**src/logic/dual_codec_serial_port_defs.vh**
```
// Constants for the dual channel codec serial port.
// Assumes inclusion by bare name from the design file.
`ifndef DUAL_CODEC_SERIAL_PORT_DEFS_VH
`define DUAL_CODEC_SERIAL_PORT_DEFS_VH
// ----------------------------------------
// Port addresses and data layout
// ----------------------------------------
`define PORT_CTRL0 3'h0
`define PORT_DATA1 3'h1
`define CTRL0_RESET 16'h0000
`define CTRL1_RESET 16'h0000
// Control 0 fields
`define C0_BCLK_DRIVE 0
`define C0_MULAW 1
`define C0_COMP_EN 2
`define C0_RXIRQ_EN 3
// Port 1 routing sits in control 0 so control 1 stays reachable
`define C0_SEL_CTRL1 4
// Control 1 fields: channel select for data port
`define C1_CH_B 0
// ----------------------------------------
// Timing
// ----------------------------------------
`define CORE_CLK_HZ 20000000
`define BCLK_HALF_NS 200
`define BCLK_HALF_CYC ((`BCLK_HALF_NS * (`CORE_CLK_HZ / 1000000)) / 1000)
`define WORD_BITS 8
`endif

```
**src/logic/dual_codec_serial_port.v**
```verilog
// Dual channel framed serial port with companding on the data path.
// Assumes a processor-side I/O strobe on the core clock and a codec or
// microcontroller on the far side; link pins are asynchronous.
// Functional notes
// - Port 0 reaches control register zero
// - Port 1 reaches control one and data
// - Other six port addresses left unused here
// - Mu-law and A-law encode, decode on data
// - Eight bit words timed by frame pulse
// - Bit clock, data pin, frame pin per transfer
// - Frame request output for link arbitration
// - Load strobe copies transmit hold to shift
// - Receive strobe copies shift to hold
// - Bit clock pin driven or received
// - Data pins face the shift registers
// - Interrupt when receive frame returns high
`timescale 1ns/100ps
`include "dual_codec_serial_port_defs.vh"
module dual_codec_serial_port
#(
  parameter BCLK_HALF = `BCLK_HALF_CYC
)
(
  input wire i_core_clk, // Core clock, 20 MHz
  input wire i_nrst, // Synchronous reset, active low
  input wire [2:0] i_port_addr, // I/O port address
  input wire i_port_wr, // Write strobe
  input wire i_port_rd, // Read strobe
  input wire [15:0] i_port_wdata, // Write data
  output reg [15:0] o_port_rdata, // Read data
  input wire i_bclk, // Bit clock pin input
  output reg o_bclk, // Bit clock pin output
  output reg o_bclk_oe, // Bit clock pin enable
  input wire i_frame_sync_in_rx, // Receive frame, active low
  input wire i_frame_sync_in_tx, // Transmit frame, active low
  input wire i_ser_in_ch_a, // Receive data channel a
  input wire i_ser_in_ch_b, // Receive data channel b
  output reg o_ser_out_ch_a, // Transmit data channel a
  output reg o_ser_out_ch_b, // Transmit data channel b
  output reg o_frame_request_out, // Frame request, active low
  output reg o_rx_irq // Receive done pulse
);
  // ----------------------------------------
  // Companding functions
  // ----------------------------------------
  // Linear sample to 8-bit code; 13-bit magnitude for mu-law, 12-bit magnitude for A-law
  function [7:0] encode;
    input [15:0] s;
    input mu;
    reg sg;
    reg [14:0] m;
    reg [2:0] e;
    reg [3:0] q;
    integer k;
    begin
      sg = s[15];
      m = sg ? (~s[14:0] + 15'h0001) : s[14:0];
      if (mu)
        m = (m > 15'h1F5F) ? 15'h1FFF : (m + 15'h0021);
      e = 3'h0;
      // Mu-law segments start one bit higher, past the bias
      for (k = 1; k < 8; k = k + 1)
        if (mu ? m[k+5] : m[k+4])
          e = k[2:0];
      if (mu)
        q = m[e+4 -: 4];
      else
        q = (e == 3'h0) ? m[4:1] : m[e+3 -: 4];
      encode = {sg, e, q} ^ (mu ? 8'hFF : 8'hD5);
    end
  endfunction
  // 8-bit code back to linear sample
  function [15:0] decode;
    input [7:0] c;
    input mu;
    reg [7:0] u;
    reg [14:0] m;
    begin
      u = c ^ (mu ? 8'hFF : 8'hD5);
      // Rebuild at mid-step of the segment to halve the error
      m = {10'h000, 1'b1, u[3:0]} << u[6:4];
      if (mu)
        m = (m << 1) + ({14'h0000, 1'b1} << u[6:4]) - 15'h0021;
      else if (u[6:4] == 3'h0)
        m = {10'h000, u[3:0], 1'b1};
      else
        m = m + ({14'h0000, 1'b1} << (u[6:4] - 3'h1));
      decode = u[7] ? (~{1'b0, m} + 16'h0001) : {1'b0, m};
    end
  endfunction
  // ----------------------------------------
  // Input synchronisers
  // ----------------------------------------
  reg [1:0] bclk_s_r, fsr_s_r, fsx_s_r, dra_s_r, drb_s_r;
  reg bclk_prev_r;
  // Two stages per pin; only stage two is read by logic
  always @(posedge i_core_clk)
  begin
    if (!i_nrst)
    begin
      bclk_s_r <= 2'h0;
      fsr_s_r <= 2'h3;
      fsx_s_r <= 2'h3;
      dra_s_r <= 2'h0;
      drb_s_r <= 2'h0;
      bclk_prev_r <= 1'b0;
    end
    else
    begin
      bclk_s_r <= {bclk_s_r[0], o_bclk_oe ? o_bclk : i_bclk};
      fsr_s_r <= {fsr_s_r[0], i_frame_sync_in_rx};
      fsx_s_r <= {fsx_s_r[0], i_frame_sync_in_tx};
      dra_s_r <= {dra_s_r[0], i_ser_in_ch_a};
      drb_s_r <= {drb_s_r[0], i_ser_in_ch_b};
      bclk_prev_r <= bclk_s_r[1];
    end
  end
  wire bclk_rise = bclk_s_r[1] & ~bclk_prev_r;
  wire bclk_fall = ~bclk_s_r[1] & bclk_prev_r;
  // ----------------------------------------
  // Registers and state
  // ----------------------------------------
  reg [15:0] ctrl0_r, ctrl1_r;
  reg [7:0] xmit_hold_ch_a, xmit_hold_ch_b;
  reg [7:0] xmit_shift_ch_a, xmit_shift_ch_b;
  reg [7:0] recv_shift_ch_a, recv_shift_ch_b;
  reg [7:0] recv_hold_ch_a, recv_hold_ch_b;
  reg [3:0] tx_cnt_r, rx_cnt_r;
  reg rx_full_r, fsr_prev_r;
  reg [15:0] div_r;
  wire mu = ctrl0_r[`C0_MULAW];
  wire comp = ctrl0_r[`C0_COMP_EN];
  wire chb = ctrl1_r[`C1_CH_B];
  wire tx_act = ~fsx_s_r[1];
  wire rx_act = ~fsr_s_r[1];
  // Load strobe: frame start with idle counter
  wire xmit_shift_load = tx_act & bclk_rise & (tx_cnt_r == 4'h0);
  // Extra falling edge after the frame release that follows the eighth bit moves shift into hold
  wire rx_load = bclk_fall & rx_full_r;
  wire [7:0] wr_code = comp ? encode(i_port_wdata, mu) : i_port_wdata[7:0];
  wire wr_data = i_port_wr & (i_port_addr == `PORT_DATA1)
    & ~ctrl0_r[`C0_SEL_CTRL1];
  // Main datapath
  always @(posedge i_core_clk)
  begin
    if (!i_nrst)
    begin
      ctrl0_r <= `CTRL0_RESET;
      ctrl1_r <= `CTRL1_RESET;
      xmit_hold_ch_a <= 8'h00;
      xmit_hold_ch_b <= 8'h00;
      xmit_shift_ch_a <= 8'h00;
      xmit_shift_ch_b <= 8'h00;
      recv_shift_ch_a <= 8'h00;
      recv_shift_ch_b <= 8'h00;
      recv_hold_ch_a <= 8'h00;
      recv_hold_ch_b <= 8'h00;
      tx_cnt_r <= 4'h0;
      rx_cnt_r <= 4'h0;
      rx_full_r <= 1'b0;
      fsr_prev_r <= 1'b1;
      o_rx_irq <= 1'b0;
      o_frame_request_out <= 1'b1;
    end
    else
    begin
      // Port writes; addresses 2..7 are left for parallel I/O
      if (i_port_wr && i_port_addr == `PORT_CTRL0)
        ctrl0_r <= i_port_wdata;
      if (i_port_wr && i_port_addr == `PORT_DATA1 &&
          ctrl0_r[`C0_SEL_CTRL1])
        ctrl1_r <= i_port_wdata;
      if (wr_data && !chb)
        xmit_hold_ch_a <= wr_code;
      if (wr_data && chb)
        xmit_hold_ch_b <= wr_code;
      // Frame request held until the transmit frame starts
      if (wr_data)
        o_frame_request_out <= 1'b0;
      else if (xmit_shift_load)
        o_frame_request_out <= 1'b1;
      // Transmit shifting, msb first
      if (xmit_shift_load)
      begin
        xmit_shift_ch_a <= xmit_hold_ch_a;
        xmit_shift_ch_b <= xmit_hold_ch_b;
        tx_cnt_r <= 4'h1;
      end
      else if (bclk_rise && tx_cnt_r != 4'h0)
      begin
        xmit_shift_ch_a <= {xmit_shift_ch_a[6:0], 1'b0};
        xmit_shift_ch_b <= {xmit_shift_ch_b[6:0], 1'b0};
        tx_cnt_r <= (tx_cnt_r == `WORD_BITS) ? 4'h0 : tx_cnt_r + 4'h1;
      end
      // Receive shifting on falling edge within frame
      if (rx_act && bclk_fall && rx_cnt_r != `WORD_BITS)
      begin
        recv_shift_ch_a <= {recv_shift_ch_a[6:0], dra_s_r[1]};
        recv_shift_ch_b <= {recv_shift_ch_b[6:0], drb_s_r[1]};
        rx_cnt_r <= rx_cnt_r + 4'h1;
      end
      if (rx_load)
      begin
        recv_hold_ch_a <= recv_shift_ch_a;
        recv_hold_ch_b <= recv_shift_ch_b;
        rx_full_r <= 1'b0;
      end
      // Frame release ends the word and flags it
      fsr_prev_r <= fsr_s_r[1];
      o_rx_irq <= 1'b0;
      if (fsr_s_r[1] && !fsr_prev_r)
      begin
        o_rx_irq <= ctrl0_r[`C0_RXIRQ_EN] & (rx_cnt_r == `WORD_BITS);
        rx_full_r <= (rx_cnt_r == `WORD_BITS);
        rx_cnt_r <= 4'h0;
      end
    end
  end
  // ----------------------------------------
  // Outputs and bit clock generator
  // ----------------------------------------
  // Internal bit clock; divider runs whether or not the pin is driven
  always @(posedge i_core_clk)
  begin
    if (!i_nrst)
    begin
      div_r <= 16'h0000;
      o_bclk <= 1'b0;
      o_bclk_oe <= 1'b0;
      o_ser_out_ch_a <= 1'b0;
      o_ser_out_ch_b <= 1'b0;
      o_port_rdata <= 16'h0000;
    end
    else
    begin
      o_bclk_oe <= ctrl0_r[`C0_BCLK_DRIVE];
      if (div_r >= BCLK_HALF - 1)
      begin
        div_r <= 16'h0000;
        o_bclk <= ~o_bclk;
      end
      else
        div_r <= div_r + 16'h0001;
      o_ser_out_ch_a <= xmit_shift_ch_a[7];
      o_ser_out_ch_b <= xmit_shift_ch_b[7];
      if (i_port_rd && i_port_addr == `PORT_CTRL0)
        o_port_rdata <= ctrl0_r;
      else if (i_port_rd && i_port_addr == `PORT_DATA1)
      begin
        if (ctrl0_r[`C0_SEL_CTRL1])
          o_port_rdata <= ctrl1_r;
        else if (comp)
          o_port_rdata <= decode(chb ? recv_hold_ch_b : recv_hold_ch_a, mu);
        else
          o_port_rdata <= {8'h00, chb ? recv_hold_ch_b : recv_hold_ch_a};
      end
      else
        o_port_rdata <= 16'h0000;
    end
  end
endmodule

```
**config.mk**
```make
export PLATFORM = sky130hd
export DESIGN_NAME = dual_codec_serial_port
export DESIGN_NICKNAME = d
export VERILOG_FILES = /design/src/logic/dual_codec_serial_port.v
export VERILOG_INCLUDE_DIRS = /design/src /design/src/logic
export SDC_FILE = /design/constraint.sdc
export NUM_CORES = 1
export LEC_CHECK = 0
export ABC_AREA = 0
export CAP_MARGIN = 20
export CORE_UTILIZATION = 30
export CTS_CLUSTER_SIZE = 25
export DETAILED_ROUTE_END_ITERATION = 8
export DONT_BUFFER_PORTS = 1
export PLACE_DENSITY_LB_ADDON = 0.1
export SETUP_SLACK_MARGIN = 0.4
export SYNTH_ARGS = -nofsm -noshare
export SYNTH_HDL_FRONTEND = slang
export SYNTH_SLANG_ARGS = --single-unit
```
**constraint.sdc**
```tcl
create_clock -name i_core_clk -period 9.6 [get_ports i_core_clk]
set_input_delay 0.96 -clock i_core_clk [delete_from_list [all_inputs] [get_ports i_core_clk]]
set_output_delay 0.96 -clock i_core_clk [all_outputs]
set_load 0.02 [all_outputs]
```
==> metrics.md <==
| Metric | Value |
|---|---|
| Worst Max-Slew Pin Slew | `1.031 ns` |
| Placer congestion estimate | `0.8495` |
| Number of synthesized flops with an enable pin | `0` |
| Row cnt | `64` |
| Worst reg2reg path startpoint | `ctrl1_r[0]` |
| Post-CTS Setup Inserts | `0` |
| Unique masters post-synth | `84` |
| Reg-to-Reg End | `o_port_rdata[15]` |
| RSZ-0062 raised after global routing | `no` |
| Post-detail-place hpwl | `19.27 mm` |
| FFs w/ async S/R, synth | `0%` |
| Ranking of synthesized cells by area | `dfxtp_1 33%, nand2_1 7.0%, a21oi_1 6.4%` |
| Slowest cell on crit path | `dfxtp_1` |
| Synth top area share | `33.45%` |
| FILL cells | `3284` |
| IO Port Bufs | `0` |
| Startpoint of the most critical hold path | `fsr_s_r[0]` |
| CTS tree | `yes` |
| Drt pass-1 iters | `5` |
| Post-Syn Area per Cell | `7.795 sq um` |
| Root buf cell | `clkbuf_16` |
| Commonest non-fill, non-tap cell in the layout | `nand2_1` |
| Detail Route Antenna Nets | `0` |
| Deepest clock path buffer count | `2` |
| Vias in the first global route | `7669` |
| R2r setup slk | `3.11 ns` |
| Slew Limit Fails | `0` |
| Worst skew pair latency | `0.43 ns` |
| Post-synthesis compound-gate area fraction | `23.36%` |
| Total number of vias | `8022` |
| Arr. time, crit path | `6.80 ns` |
| Post-route clock skew | `0.01367 ns` |
| Worst hold endpoint | `fsr_s_r[1]` |
| Ys Warns | `0` |
| Max Cap Violations | `0` |
| Crit path max fanout | `19` |
| Worst endpoint required time | `9.91 ns` |
| CTS Hold Bufs | `0` |
| Endpoints failing setup | `0` |
| Status | `complete, no violations` |
| Post-Layout Cell Count | `1574` |
| Largest family of logic cells by synthesized area | `compound AO/OA/AOI/OAI gates` |
| # resized after CTS | `0` |
| Post-Synth XOR/XNOR Area | `5.651%` |
| Leak pwr | `3.830 nW` |
| Maximum number of pins on one net before global-route repair | `86` |
| Die Wd | `177.8 um` |
| Post-synthesis mux area share | `4.815%` |
| Post-synthesis cell count | `1190` |
| Layout Nets | `1234` |
| Worst path buffer plus inverter count | `4` |
| Synthesis-to-finish area growth | `11.01%` |
| Grt ovf | `0` |
| Synthesized flop and latch total | `155` |
| # H-tree levels | `4` |
| First-pass GRT wire length | `42.44 mm` |
| Total global-route track usage | `17.31%` |
| Antenna violations before repair | `0` |
| Ant diodes | `0` |
| Die ar. | `0.03163 sq mm` |
| Crit path capture type | `flip-flop` |
| Critical path cell sequence | `nand2b_1 > and2_0 > inv_1 > nand2_1 > clkinv_1 > nand2_1 > ha_1 > inv_1 > ha_1 > inv_1 > fa_1 > nor2b_1 > o21ai_0 > a21boi_0 > o21ai_0 > a21boi_0 > nor2_1 > a32oi_1 > or4b_1 > nor3_2 > nand4_1 > o31a_1 > a221o_1` |
| Share of layout cells above drive strength 1 | `7.216%` |
| Most frequent cells in the layout | `174 x nand2_1, 155 x dfxtp_1, 119 x a21oi_1` |
| Wirelength per Cell | `16.95 um` |
| Crit Path Category | `flip-flop to flip-flop` |
| Netlist Area Pre-Place | `0.009276 sq mm` |
| Max_slew headroom | `30.75%` |
| PwrDens | `147.2 mW/mm^2` |
| Achievable Freq | `154.1 MHz` |
| Setup TNS | `0 ns` |
| Final Hold Viols | `0` |
| Register area share after synthesis | `33.45%` |
| CP max stage delay | `0.78 ns` |
| Synth Area in Adders | `5.611%` |
| DRC | `0` |
| Setup crit start kind | `flip-flop` |
| Delay-heaviest family, CP | `simple AND/OR/NAND/NOR gates` |
| Vias/cell | `5.097` |
| Critical Path Source | `ctrl1_r[0]` |
| Placed cells | `1540` |
| Die Ht | `177.8 um` |
| Clk slew on worst S/H paths | `0.07 ns` |
| Most frequent CP cell | `inv_1` |
| Ys flop type | `dfxtp_1` |
| Simple-gate share of the synthesized area | `21.81%` |
| Routed WL | `26.68 mm` |
| Starting DRT DRC Count | `539` |
| Clock Sinks | `155` |
| TritonCTS buffer count | `17` |
| Crit path time final | `6.488 ns` |
| Area leader, netlist | `dfxtp_1` |
| Initial core utilization | `30.41%` |
| Hold path cells | `1` |
| # IOs | `50` |
| CORE AREA | `0.03051 sq mm` |
| Hold Path Class | `flip-flop to flip-flop` |
| Fin crit share | `67.59%` |
| Reg2reg path depth | `23` |
| Peak VDD IR | `134.3 uV` |
synthesized netlist by cell type, types with 7 or more instances:
cell type  count
nand2_1      174
dfxtp_1      155
a21oi_1      119
nor2_1       112
o21ai_0       58
clkbuf_1      51
inv_1         46
ha_1          40
xnor2_1       40
mux2i_1       39
a22oi_1       25
nor3_1        24
nand2b_1      23
a211oi_1      18
xor2_1        18
and2_1        16
nor2b_1       15
a31oi_1       14
o22ai_1       13
and3_1        11
nand3_1       10
a21o_1         9
buf_2          9
or2_2          9
or3_1          9
buf_1          8
nor4_1         7
o31ai_1        7
through the flow:
stage          util [%]  setup slack, ns  total power, mW  hold WS, ns  cell area, sq um
2_1_floorplan         -            4.729           0.7872       0.3863              9325
3_3_place_gp      31.58            3.391           0.8098       0.3918              9634
3_5_place_dp      31.62            3.142           0.8095       0.3922              9646
4_1_cts           33.64            3.108            1.535       0.4016             10260
5_1_grt           33.75            2.466            1.576       0.4283             10300
6_report          33.75            3.112            1.516       0.3968             10300
kinds of logic (layout without fill, tap and decap cells):
logic type / count (synthesis) / after routing
adders and majority gates: 41 / 41
other: 1 / 14
DFF: 155 / 155
muxes: 44 / 44
AOI/OAI and AO/OA: 334 / 334
xor gates and xnor gates: 59 / 59
buffers and inverters: 121 / 96
and+or+nand+nor: 435 / 435
power by group:
part / total [mW] / internal, mW / switching, mW / leakage [nW]
combinational: 0.139 / 0.0510 / 0.0884 / 2.27
clock: 0.721 / 0.418 / 0.302 / 0.302
sequential: 0.656 / 0.652 / 0.00454 / 1.26
layout make-up:
cell class | count | area (sq um) | share of cell area (%)
clock buffers | 19 | 432.9 | 4.204
flip-flops and latches | 155 | 3103 | 30.13
well taps | 396 | 495.5 | 4.812
clock inverters | 13 | 183.9 | 1.786
repair buffers | 15 | 136.4 | 1.324
inverters | 49 | 183.9 | 1.786
multi-input cells | 927 | 5762 | 55.95
worst max path at each step:
| stage | to | slack, ns | cells after the start |
|---|---|---|---|
| final | o_port_rdata[15] | 3.11 | 23 |
| after global placement | o_port_rdata[15] | 3.39 | 23 |
| after CTS | o_port_rdata[15] | 3.11 | 23 |
| after global routing | o_port_rdata[15] | 2.47 | 23 |
| after detailed placement | o_port_rdata[15] | 3.14 | 23 |
| after floorplan | o_port_rdata[15] | 4.73 | 23 |
metal layers:
layer  routed length (um)  track usage, %
met5                    0               0
met4                  435           4.416
met3                  892           3.556
met2                11960           27.39
met1                13390           23.74
state kept, by name, indices dropped and copies added, names as in the netlist, 8 cells and up:
name and flops:
o_port_rdata 16, recv_shift_ch_a 8, recv_hold_ch_b 8, ctrl0_r 16, recv_hold_ch_a 8, xmit_shift_ch_a 8
xmit_hold_ch_b 8, ctrl1_r 16, xmit_hold_ch_a 8, div_r 16, xmit_shift_ch_b 8, recv_shift_ch_b 8
Note: power is estimated with default switching activity, not from simulation.
